File: src/shared/pci_pkg.sv
// Constants and carrier types of the pin change interrupt block.
// Assumes one core clock and a plain register port with one-cycle read latency.
`default_nettype none
package pci_pkg;
  localparam int unsigned PORT_W = 8;
  localparam int unsigned ADDR_W = 4;
  localparam logic [ADDR_W-1:0] ADDR_PORT_A_DATA = 4'h0;
  localparam logic [ADDR_W-1:0] ADDR_PORT_B_DATA = 4'h1;
  localparam logic [ADDR_W-1:0] ADDR_PORT_A_ENABLE = 4'h2;
  localparam logic [ADDR_W-1:0] ADDR_PORT_B_ENABLE = 4'h3;
  localparam logic [ADDR_W-1:0] ADDR_INTERRUPT_CONTROL = 4'h4;
  localparam logic [ADDR_W-1:0] ADDR_IRQ_MASK = 4'h5;
  localparam logic [PORT_W-1:0] ENABLE_RESET = 8'h00;
  localparam logic [PORT_W-1:0] PORT_B_IMPL_MASK = 8'hf7;
  localparam logic [PORT_W-1:0] PORT_A_PIN5_MASK = 8'h20;
  localparam logic [PORT_W-1:0] CTRL_IMPL_MASK = 8'h09;
  localparam logic [PORT_W-1:0] MASK_RESET = 8'h01;
  localparam int unsigned FLAG_BIT = 0;
  localparam int unsigned IRQ_EN_BIT = 3;
  localparam int unsigned SYNC_STAGES = 2;

  typedef struct packed {
    logic [ADDR_W-1:0] addr;
    logic [PORT_W-1:0] wdata;
    logic wr;
    logic rd;
  } pci_req_s;
endpackage : pci_pkg
`default_nettype wire

File: src/pci_sync.sv
// Two-stage synchroniser for a vector of pin levels.
// Assumes the inputs are asynchronous to i_clock.
`default_nettype none
module pci_sync #(
  parameter int unsigned WIDTH = 8
) (
  input wire logic i_clock,
  input wire logic i_srst,
  input wire logic [WIDTH-1:0] i_async,
  output logic [WIDTH-1:0] o_sync
);
  logic [WIDTH-1:0] stage1_ff;
  logic [WIDTH-1:0] stage2_ff;

  always_ff @(posedge i_clock) begin
    if (i_srst) begin
      stage1_ff <= '0;
      stage2_ff <= '0;
    end else begin
      stage1_ff <= i_async;
      stage2_ff <= stage1_ff;
    end
  end

  assign o_sync = stage2_ff;
endmodule : pci_sync
`default_nettype wire

File: src/pci_top.sv
// Pin change detection for two eight-pin ports (port B pin 3 cannot be armed) with a shared sticky flag.
// Assumes pins are asynchronous and software uses the plain register port.
`default_nettype none

module pci_top (
  input wire logic i_clock,
  input wire logic i_srst,
  input wire logic i_master_clear,
  input wire logic i_master_clear_input_pin_mode,
  input wire logic [pci_pkg::PORT_W-1:0] i_port_a_pins,
  input wire logic [pci_pkg::PORT_W-1:0] i_port_b_pins,
  input wire logic [pci_pkg::ADDR_W-1:0] i_addr,
  input wire logic [pci_pkg::PORT_W-1:0] i_wdata,
  input wire logic i_wr,
  input wire logic i_rd,
  output logic [pci_pkg::PORT_W-1:0] o_rdata,
  output logic o_irq,
  output logic o_wake
);
  import pci_pkg::*;

  pci_req_s req;
  logic [PORT_W-1:0] pa_sync;
  logic [PORT_W-1:0] pb_sync;
  logic [PORT_W-1:0] port_a_change_enable_ff;
  logic [PORT_W-1:0] port_b_change_enable_ff;
  logic [PORT_W-1:0] last_a_ff;
  logic [PORT_W-1:0] last_b_ff;
  logic [PORT_W-1:0] irq_mask_ff;
  logic pin_change_flag_ff;
  logic pin_change_irq_enable_ff;
  logic [PORT_W-1:0] rdata_ff;
  logic [PORT_W-1:0] arm_a;
  logic [PORT_W-1:0] arm_b;
  logic port_access;
  logic mismatch;
  logic nxt_flag;
  logic [PORT_W-1:0] ctrl_view;
  logic [PORT_W-1:0] status_view;
  logic any_reset;

  assign req = '{addr: i_addr, wdata: i_wdata, wr: i_wr, rd: i_rd};
  assign any_reset = i_srst | i_master_clear;

  pci_sync #(.WIDTH(PORT_W)) u_sync_a (
    .i_clock(i_clock),
    .i_srst(i_srst),
    .i_async(i_port_a_pins),
    .o_sync(pa_sync)
  );

  pci_sync #(.WIDTH(PORT_W)) u_sync_b (
    .i_clock(i_clock),
    .i_srst(i_srst),
    .i_async(i_port_b_pins),
    .o_sync(pb_sync)
  );

  // Enables are cleared by power-on reset and by master clear.
  always_ff @(posedge i_clock) begin
    if (any_reset) begin
      port_a_change_enable_ff <= ENABLE_RESET;
      port_b_change_enable_ff <= ENABLE_RESET;
    end else if (req.wr) begin
      if (req.addr == ADDR_PORT_A_ENABLE) begin
        port_a_change_enable_ff <= req.wdata;
      end
      if (req.addr == ADDR_PORT_B_ENABLE) begin
        port_b_change_enable_ff <= req.wdata & PORT_B_IMPL_MASK;
      end
    end
  end

  always_ff @(posedge i_clock) begin
    if (any_reset) begin
      irq_mask_ff <= MASK_RESET;
    end else if (req.wr && req.addr == ADDR_IRQ_MASK) begin
      irq_mask_ff <= req.wdata & CTRL_IMPL_MASK & MASK_RESET;
    end
  end

  assign arm_a = port_a_change_enable_ff & ~(i_master_clear_input_pin_mode ? PORT_A_PIN5_MASK : ENABLE_RESET);
  assign arm_b = port_b_change_enable_ff & PORT_B_IMPL_MASK;

  // The stored copy sees power-on reset only, so master clear keeps it.
  always_ff @(posedge i_clock) begin
    if (i_srst) begin
      last_a_ff <= '0;
      last_b_ff <= '0;
    end else begin
      if ((req.rd || req.wr) && req.addr == ADDR_PORT_A_DATA) begin
        last_a_ff <= pa_sync;
      end
      if ((req.rd || req.wr) && req.addr == ADDR_PORT_B_DATA) begin
        last_b_ff <= pb_sync;
      end
    end
  end

  assign port_access = (req.rd || req.wr) &&
                       (req.addr == ADDR_PORT_A_DATA || req.addr == ADDR_PORT_B_DATA);
  // A mismatch on either port is dropped during a data access to either port, though only the accessed port's copy is reloaded.
  assign mismatch = !port_access &&
                    (|((pa_sync ^ last_a_ff) & arm_a) || |((pb_sync ^ last_b_ff) & arm_b));

  always_comb begin
    nxt_flag = pin_change_flag_ff;
    if (req.wr && req.addr == ADDR_INTERRUPT_CONTROL && req.wdata[FLAG_BIT]) begin
      nxt_flag = 1'b0;
    end
    if (mismatch) begin
      nxt_flag = 1'b1;
    end
  end

  always_ff @(posedge i_clock) begin
    if (any_reset) begin
      pin_change_flag_ff <= 1'b0;
    end else begin
      pin_change_flag_ff <= nxt_flag;
    end
  end

  always_ff @(posedge i_clock) begin
    if (any_reset) begin
      pin_change_irq_enable_ff <= 1'b0;
    end else if (req.wr && req.addr == ADDR_INTERRUPT_CONTROL) begin
      pin_change_irq_enable_ff <= req.wdata[IRQ_EN_BIT];
    end
  end

  assign ctrl_view = {4'h0, pin_change_irq_enable_ff, 2'h0, pin_change_flag_ff};
  assign status_view = {7'h00, pin_change_flag_ff};

  always_ff @(posedge i_clock) begin
    if (i_srst) begin
      rdata_ff <= '0;
    end else if (req.rd) begin
      case (req.addr)
        ADDR_PORT_A_DATA: rdata_ff <= pa_sync;
        ADDR_PORT_B_DATA: rdata_ff <= pb_sync;
        ADDR_PORT_A_ENABLE: rdata_ff <= port_a_change_enable_ff;
        ADDR_PORT_B_ENABLE: rdata_ff <= port_b_change_enable_ff & PORT_B_IMPL_MASK;
        ADDR_INTERRUPT_CONTROL: rdata_ff <= ctrl_view;
        ADDR_IRQ_MASK: rdata_ff <= irq_mask_ff;
        default: rdata_ff <= '0;
      endcase
    end else begin
      rdata_ff <= '0;
    end
  end

  assign o_rdata = rdata_ff;
  assign o_irq = pin_change_irq_enable_ff && |(status_view & irq_mask_ff);
  assign o_wake = pin_change_irq_enable_ff && pin_change_flag_ff;

  armed_sets_flag_a: assert property (@(posedge i_clock) disable iff (any_reset)
    mismatch |=> pin_change_flag_ff) else $error("mismatch did not set flag");
  clear_wins_not_a: assert property (@(posedge i_clock) disable iff (any_reset)
    (mismatch && req.wr && req.addr == ADDR_INTERRUPT_CONTROL) |=> pin_change_flag_ff)
    else $error("clear beat a live mismatch");
  pin5_forced_off_a: assert property (@(posedge i_clock) disable iff (any_reset)
    i_master_clear_input_pin_mode |-> !arm_a[5]) else $error("pin 5 armed as master clear");
  b_bit3_zero_a: assert property (@(posedge i_clock) disable iff (any_reset)
    !port_b_change_enable_ff[3]) else $error("port b bit 3 set");
  copy_loads_read_a: assert property (@(posedge i_clock) disable iff (any_reset)
    (req.rd && req.addr == ADDR_PORT_A_DATA) |=> last_a_ff == o_rdata)
    else $error("copy differs from read data");
  gate_only_irq_a: assert property (@(posedge i_clock) disable iff (any_reset)
    !pin_change_irq_enable_ff |-> !o_irq) else $error("irq without enable");
  wake_on_change_a: assert property (@(posedge i_clock) disable iff (any_reset)
    (mismatch && pin_change_irq_enable_ff && !(req.wr && req.addr == ADDR_INTERRUPT_CONTROL))
    |=> o_wake) else $error("no wake on change");
  sync_latency_a: assert property (@(posedge i_clock) disable iff (any_reset)
    $changed(i_port_a_pins) && !$changed(pa_sync) |-> ##2 pa_sync == $past(i_port_a_pins, 2))
    else $error("sync latency wrong");
  enable_reset_a: assert property (@(posedge i_clock)
    i_srst |=> port_a_change_enable_ff == ENABLE_RESET) else $error("enable not cleared");
  // Master clear must leave the stored copies alone so a standing mismatch flags again.
  copy_kept_master_clear_input_a: assert property (@(posedge i_clock) disable iff (i_srst)
    (i_master_clear && !port_access) |=> ($stable(last_a_ff) && $stable(last_b_ff)))
    else $error("stored copy lost on master clear");
  rdata_idle_zero_a: assert property (@(posedge i_clock) disable iff (any_reset)
    !req.rd |=> o_rdata == '0) else $error("read data without a read");

  flag_set_c: cover property (@(posedge i_clock) disable iff (any_reset) $rose(pin_change_flag_ff));
  irq_c: cover property (@(posedge i_clock) disable iff (any_reset) $rose(o_irq));
  clear_c: cover property (@(posedge i_clock) disable iff (any_reset) $fell(pin_change_flag_ff));
  wake_c: cover property (@(posedge i_clock) disable iff (any_reset) $rose(o_wake));
endmodule : pci_top
`default_nettype wire

File: config.mk
export PLATFORM = sky130hd
export DESIGN_NAME = pci_top
export DESIGN_NICKNAME = d
export VERILOG_FILES = /design/src/shared/pci_pkg.sv /design/src/pci_sync.sv /design/src/pci_top.sv
export SDC_FILE = /design/constraint.sdc
export NUM_CORES = 1
export LEC_CHECK = 0
export BUFFER_PORTS_ARGS = -buffer_cell sky130_fd_sc_hd__buf_2
export CORE_ASPECT_RATIO = 2
export CORE_MARGIN = 10
export CORE_UTILIZATION = 50
export CTS_BUF_LIST = sky130_fd_sc_hd__clkbuf_2
export DETAILED_ROUTE_END_ITERATION = 10
export HOLD_SLACK_MARGIN = 0.08
export PLACE_DENSITY = 0.72
export SLEW_MARGIN = 20
export SYNTH_ARGS = -nofsm -noshare
export SYNTH_HDL_FRONTEND = slang
export SYNTH_SLANG_ARGS = --single-unit
File: constraint.sdc
create_clock -name i_clock -period 2.2 [get_ports i_clock]
set_input_delay 0.33 -clock i_clock [delete_from_list [all_inputs] [get_ports i_clock]]
set_output_delay 0.33 -clock i_clock [all_outputs]
set_load 0.02 [all_outputs]
==> impl_metrics.ini, run 1 <==
[grt]
largest_net_degree_at_the_start_of_global_routing = 35
grt_pass1_vias = 1978
overall_global_routing_resource_usage_pct = 12.5
grt_first_pass_wirelength_um = 9210
grt_overflow_total = 0
initial_antenna_violation_count = 0

[pwr]
leakagePower_nw = 1.54
ir_drop_uv = 849
power.density_cell_area_nw_per_um2 = 668

[setup_path]
critical-path-slowest-cell = sky130_fd_sc_hd__or4b_1
timing.critical_path.arrival_ns = 2.17
path_cells = dlygate4sd3_1, buf_2, nor2_2, or4b_1, mux2i_1, nor2_1
path_max_fanout = 7
worst_path_largest_cell_delay_ns = 0.67
crit_type = input port to flip-flop
setup.worst_path.start_class = input port
end_kind = flip-flop
critical_path_required_ns = 2.58

[clock_tree]
cts_tree = yes
cts_inserted_buffers = 9
cts.htree.levels = 3
ctsRootBufferMaster = sky130_fd_sc_hd__clkbuf_2
clk_latency_ns = 0.49
clock_sink_count = 73
cts-resized-gates = 0
clock_pin_slew_of_the_registers_on_the_worst_case_setup_and_hold_paths_ns = 0.19
clock_tree.buffer_depth = 2

[die]
die_x_um = 72.9
area_of_the_die_um2 = 9170
io_pins = 44
floorplan.die.height_um = 126
placementRows = 38
floorplan.core_area_um2 = 5420
starting_density_of_the_core_pct = 51.6

[sta]
timing.final.hold_violations = 0
finalClockSkew_ns = 0.0230
minimum_clock_period_ns = 1.78
worst_slack_ns = 0.416
grt_setup_unrepaired = false
finalCritPeriodShare_pct = 81.1
final_max_slew_viol_count = 0
setup_viol_count_final = 0
timing.slew.headroom_pct = 64.9
final_worst_hold_slack_ns = 0.134
setup_tns_ns = 0
fmaxAchievable_mhz = 560
worstMarginPinSlew_ns = 0.527

[synth]
synth.net_count = 287
netlist_area_um2 = 2800
post_synth_inst_count = 253
yosys_register_bits = 73
synthesis.area_per_instance_um2 = 11.1
seq_area_frac_synth_pct = 52.2
yosysWarnings = 0
count_of_cell_types_in_the_netlist = 35

[placement]
gpl.final_weighted_congestion = 0.881
pre_cts_slack_ns = 0.443
hpwl_um = 3970
buffer_ports.inserted = 43

[detailed_routing]
first_drt_iteration_drcs = 144
vias_per_cell = 5.02
totalWireLength_um = 5430
antenna_violating_nets_post_route = 0
drc_errors = 0
vias = 1952
drt_pass1_iterations = 4
detailed_route_wire_length_per_cell_um = 14.0

[cells_and_area]
flow.area_growth_from_synthesis_pct = 22.8
drive_above_1_share_pct = 21.9
insertedDiodeCount = 0
fin_nets = 358
num-fill-cells = 483

[outcome]
run_status = completed

[run]
drv_cap = 0

[min_path]
min_path_type = input port to flip-flop
-- sequential cells by signal, indices dropped and copies added, names as in the netlist, 7 cells and up --
register                 flops
port_a_change_enable_ff      8
last_b_ff                    7
o_rdata                      8
last_a_ff                    8
u_sync_a.o_sync              8
u_sync_a.stage1_ff           8
port_b_change_enable_ff      7
u_sync_b.o_sync              8
u_sync_b.stage1_ff           8
-- power breakdown --
group	internal, W	total [W]	switching [W]
registers	0.00136	0.00137	0.0000164
clock network	0.000271	0.000747	0.000477
logic	0.000101	0.000174	0.0000731
-- stage by stage --
stage          power (W)  util [%]  instance area [µm²]  cells
2_1_floorplan    0.00149         -                 2800    253
3_3_place_gp     0.00154      56.1                 3040    346
3_5_place_dp     0.00154      56.1                 3040    346
4_1_cts          0.00232      63.4                 3430    389
5_1_grt          0.00240      63.4                 3430    389
6_report         0.00229      63.4                 3430    389
-- final timing paths --
check | startpoint | endpoint | slack (ns) | depth (start not counted)
min reg2reg | u_sync_a.stage1_ff[7] | u_sync_a.o_sync[7] | 0.45 | 1
min | i_rd | o_rdata[0] | 0.13 | 2
max reg2reg | port_a_change_enable_ff[3] | o_rdata[3] | 0.61 | 5
max | i_addr[3] | last_b_ff[5] | 0.42 | 6
-- logic make-up after synthesis --
| logic type | synth area share (%) |
|---|---|
| mux | 17.9 |
| compound gates | 3.22 |
| buf+inv | 3.09 |
| flops | 52.2 |
| simple gates | 18.8 |
| xor+xnor | 4.70 |
-- synth_stat cells --
master,instances,share of area [%]
sky130_fd_sc_hd__inv_1,2,0.27
sky130_fd_sc_hd__and4bb_1,1,0.45
sky130_fd_sc_hd__a31oi_1,1,0.22
sky130_fd_sc_hd__buf_2,3,0.54
sky130_fd_sc_hd__nand3b_1,3,0.80
sky130_fd_sc_hd__nor3_1,1,0.18
sky130_fd_sc_hd__mux4_2,6,4.8
sky130_fd_sc_hd__xor2_1,15,4.7
sky130_fd_sc_hd__nor4b_2,1,0.54
sky130_fd_sc_hd__a222oi_1,1,0.36
sky130_fd_sc_hd__a32oi_1,1,0.31
sky130_fd_sc_hd__a22oi_1,5,1.3
sky130_fd_sc_hd__nor2_2,1,0.22
sky130_fd_sc_hd__buf_6,1,0.40
sky130_fd_sc_hd__clkbuf_1,6,0.80
sky130_fd_sc_hd__nand3_1,3,0.54
sky130_fd_sc_hd__and4_1,1,0.31
sky130_fd_sc_hd__and3_1,1,0.22
sky130_fd_sc_hd__mux2i_1,34,12
sky130_fd_sc_hd__nand4_1,2,0.45
sky130_fd_sc_hd__mux4_1,1,0.94
sky130_fd_sc_hd__buf_1,1,0.13
sky130_fd_sc_hd__nor2b_1,38,8.5
sky130_fd_sc_hd__dfxtp_1,73,52
sky130_fd_sc_hd__o31a_1,2,0.63
sky130_fd_sc_hd__buf_4,3,0.80
sky130_fd_sc_hd__or2_2,1,0.22
sky130_fd_sc_hd__o21ai_0,1,0.18
sky130_fd_sc_hd__nand2_1,2,0.27
sky130_fd_sc_hd__a21oi_1,1,0.18
sky130_fd_sc_hd__nor4b_1,2,0.63
sky130_fd_sc_hd__and2_1,2,0.45
sky130_fd_sc_hd__nor2_1,35,4.7
sky130_fd_sc_hd__or4b_1,1,0.36
sky130_fd_sc_hd__inv_2,1,0.13
-- cell usage in the layout (no fill, tap or decap), drive strengths merged, types with 2 or more instances in the layout --
master,netlist,layout
mux4,7,7
clkbuf,6,9
a22oi,5,5
nand2,2,2
dlygate4sd3,0,27
xor2,15,15
nor2b,38,38
inv,3,5
clkinv,0,3
nand4,2,2
buf,8,47
nand3,3,3
nand3b,3,3
o31a,2,2
mux2i,34,34
nor2,36,36
dfxtp,73,73
and2,2,2
nor4b,3,3
-- final cells by class --
type	count	area, µm²	share of cell area [%]
inverter	3	11.3	0.328
timing repair buffer	74	515	15.0
multi-input combinational	163	1250	36.4
tap	60	75.1	2.19
sequential	73	1460	42.6
clock buffer	9	45.0	1.31
clock inverter	7	76.3	2.22
-- metal layers --
layer | global-route usage, % | up-vias | share of wire (%)
li1 | - | 997 | -
met1 | 13.1 | 890 | 39
met2 | 20.7 | 50 | 52
met3 | 4.01 | 15 | 5.7
met4 | 7.64 | 0 | 3.4
met5 | 0 | - | 0
-- worst max-delay path: cells and delay by family --
family | cells | cell delay [ns]
mux | 1 | 0.24
simple gates | 3 | 0.92
buf+inv | 2 | 0.68
-- timing repair --
| action | 4_1_cts | 5_1_grt |
|---|---|---|
| buffers inserted | 0 | 0 |
| hold buffers | 27 | 0 |
| endpoints found under the setup margin | 0 | 0 |
| endpoints found under the hold margin | 33 | 0 |
Power figures use the tool's default switching activity.
==> inputs of run 2 (changes only) <==
- ABC_AREA: not set -> 1
- PLACE_DENSITY: 0.72 -> 0.74
- clock period: 2.2 -> 1.5 ns (I/O delays scaled with it)
==> run 2 against run 1 <==
Register-to-register slack worse by 0.33 ns. Cell area grew 5.6%. Via count grew 35%. Setup slack worse by 0.37 ns. Area after synthesis rose by 2.7%. Critical endpoint is now o_irq. Largest cell class unchanged. Highest routed layer unchanged.
==> impl_metrics.ini, run 2 <==
[synth]
synth_top_cell_by_area = sky130_fd_sc_hd__dfxtp_1
seq_area_frac_synth_pct = 50.8
synth.net_count = 428
synth-xor-area-share_pct = 0
largest_family_of_logic_cells_by_synthesized_area = simple AND/OR/NAND/NOR gates
post_synth_inst_count = 394
ys_async_sr_fraction_pct = 0
proportion_of_synthesized_area_in_mux_cells_pct = 0
count_of_cell_types_in_the_netlist = 23
synth_area_leaders = sky130_fd_sc_hd__dfxtp_1 51%, sky130_fd_sc_hd__inv_1 9.3%, sky130_fd_sc_hd__nor2_1 8.9%
yosys.area_share.simple_pct = 23.7
yosys_register_bits = 73
synth_common_cells = 73 x sky130_fd_sc_hd__dfxtp_1, 71 x sky130_fd_sc_hd__inv_1, 68 x sky130_fd_sc_hd__nor2_1
synth-adder-area-share_pct = 0
netlist_area_um2 = 2870
synth-edff-count = 0
yosysWarnings = 0
synth_compound_area_share_pct = 13.3
synth_largest_type_area_fraction_pct = 50.8
synthesis.area_per_instance_um2 = 7.29
post-synth-top-count-cell = sky130_fd_sc_hd__dfxtp_1
synthFlopType = sky130_fd_sc_hd__dfxtp_1

[detailed_routing]
drc_errors = 0
vias = 2630
drt_pass1_iterations = 4
vias_per_cell = 4.81
detailed_route_wire_length_per_cell_um = 12.9
first_drt_iteration_drcs = 159
totalWireLength_um = 7070
antenna_violating_nets_post_route = 0

[sta]
finalCritPeriodShare_pct = 97.0
worstMarginPinSlew_ns = 0.330
grt_setup_unrepaired = true
finalClockSkew_ns = 0.0276
setup_viol_count_final = 0
timing.final.hold_violations = 0
timing.slew.headroom_pct = 77.9
final_max_slew_viol_count = 0
minimum_clock_period_ns = 1.46
fmaxAchievable_mhz = 687

[placement]
buffer_ports.inserted = 43
numPlacedInstances = 495
hpwl_um = 5240
gpl.final_weighted_congestion = 0.942

[pwr]
ir_drop_uv = 841
leakagePower_nw = 1.63
totalPowerFinal_w = 0.00338
power.density_cell_area_nw_per_um2 = 931

[die]
io_pins = 44
area_of_the_die_um2 = 9360
floorplan.core_area_um2 = 5660
floorplan.die.height_um = 127
starting_density_of_the_core_pct = 50.8
placementRows = 39
die_x_um = 73.6

[cells_and_area]
final_cell_mix = 71 x sky130_fd_sc_hd__inv_1, 71 x sky130_fd_sc_hd__dfxtp_1, 67 x sky130_fd_sc_hd__nor2_1
stdcell_count = 547
fin_nets = 515
insertedDiodeCount = 0
flow.area_growth_from_synthesis_pct = 26.2
drive_above_1_share_pct = 17.3
share_of_the_core_filled_with_cells_pct = 64.1

[clock_tree]
clock_tree.buffer_depth = 2
clk_latency_ns = 0.55
ctsRootBufferMaster = sky130_fd_sc_hd__clkbuf_2
cts_tree = yes
cts_inserted_buffers = 9
clock_pin_slew_of_the_registers_on_the_worst_case_setup_and_hold_paths_ns = 0.21
cts.htree.levels = 3
clock_sink_count = 73

[setup_path]
setup.worst_path.start_class = flip-flop
path_max_fanout = 3
r2r_cells = 3
worst_path_largest_cell_delay_ns = 0.39
critical_path_required_ns = 1.27
reg2reg_setup_slack_ns = 0.28
worst_setup_path_startpoint = pin_change_irq_enable_ff
path_cells = nand2_2, nor2_1, buf_4
crit_type = flip-flop to primary output
critical-path-slowest-cell = sky130_fd_sc_hd__dfxtp_2
timing.critical_path.arrival_ns = 1.23
end_kind = primary output
critical_path.reg2reg.startpoint = port_b_change_enable_ff[5]

[grt]
initial_antenna_violation_count = 0
grt_overflow_total = 0
grt_pass1_vias = 2693
overall_global_routing_resource_usage_pct = 16.2
grt_first_pass_wirelength_um = 11900
largest_net_degree_at_the_start_of_global_routing = 25

[min_path]
min-delay-start = i_wr
hold-path-cell-count = 4
min_path_type = input port to flip-flop

[run]
drv_cap = 0

[outcome]
run_status = completed
## run 2: repair_timing
action / in CTS / in global routing
pin swaps: 0 / 2
hold endpoints to repair: 38 / 4
gates resized for setup: 1 / 4
setup endpoints to repair: 1 / 3
buffers inserted: 0 / 1
hold buffers: 34 / 3
## run 2: critical path: cells and delay by family, from the launching register on
family / cells / cell delay [ns]
flip-flops: 1 / 0.39
buffers and inverters: 1 / 0.14
AND/OR/NAND/NOR: 2 / 0.14
## run 2: report_power, final
| group | internal [W] | leakage (nW) | switching [W] |
|---|---|---|---|
| logic | 0.000145 | 0.967 | 0.000152 |
| registers | 0.00200 | 0.597 | 0.0000276 |
| clock network | 0.000369 | 0.0705 | 0.000689 |
| total | 0.00251 | 1.63 | 0.000868 |
## run 2: path summary, 6_finish.rpt
check | end
worst max register to register | port_b_change_enable_ff[5]
worst min register to register | u_sync_a.o_sync[1]
worst max-delay path | o_irq
worst min-delay path | pin_change_irq_enable_ff
## run 2: layout make-up
cell class	instances	area, µm²
Clock inverter	7	61.3
Inverter	77	289
Fill cell	504	2030
Tap cell	61	76.3
Multi-Input combinational cell	235	1070
Sequential cell	73	1460
Clock buffer	9	45.0
Timing Repair Buffer	85	621
## run 2: through the flow
stage / cell area (µm²) / hold WS (ns) / setup TNS [ns] / setup WS (ns)
floorplan: 2870 / 0.332 / 0 / 0.418
global placement: 3150 / 0.389 / 0 / 0.151
detailed placement: 3150 / 0.394 / 0 / 0.148
CTS: 3600 / 0.109 / 0 / 0.00630
global route: 3630 / 0.0831 / -0.0224 / -0.0224
finish: 3630 / 0.0512 / 0 / 0.0448
## run 2: cells by family after synthesis
kind of cell / Yosys count
and+or+nand+nor: 163
AOI/OAI and AO/OA: 72
DFF: 73
buffers and inverters: 86
## run 2: per-layer routing
metal	GRT usage [%]	vias to the layer above	wire length [µm]	part of all wire, %
li1	-	1386	-	-
met1	15.8	1158	2650	37
met4	10.3	0	265	3.7
met3	4.42	19	409	5.8
met2	28.3	67	3750	53
met5	0	-	0	0
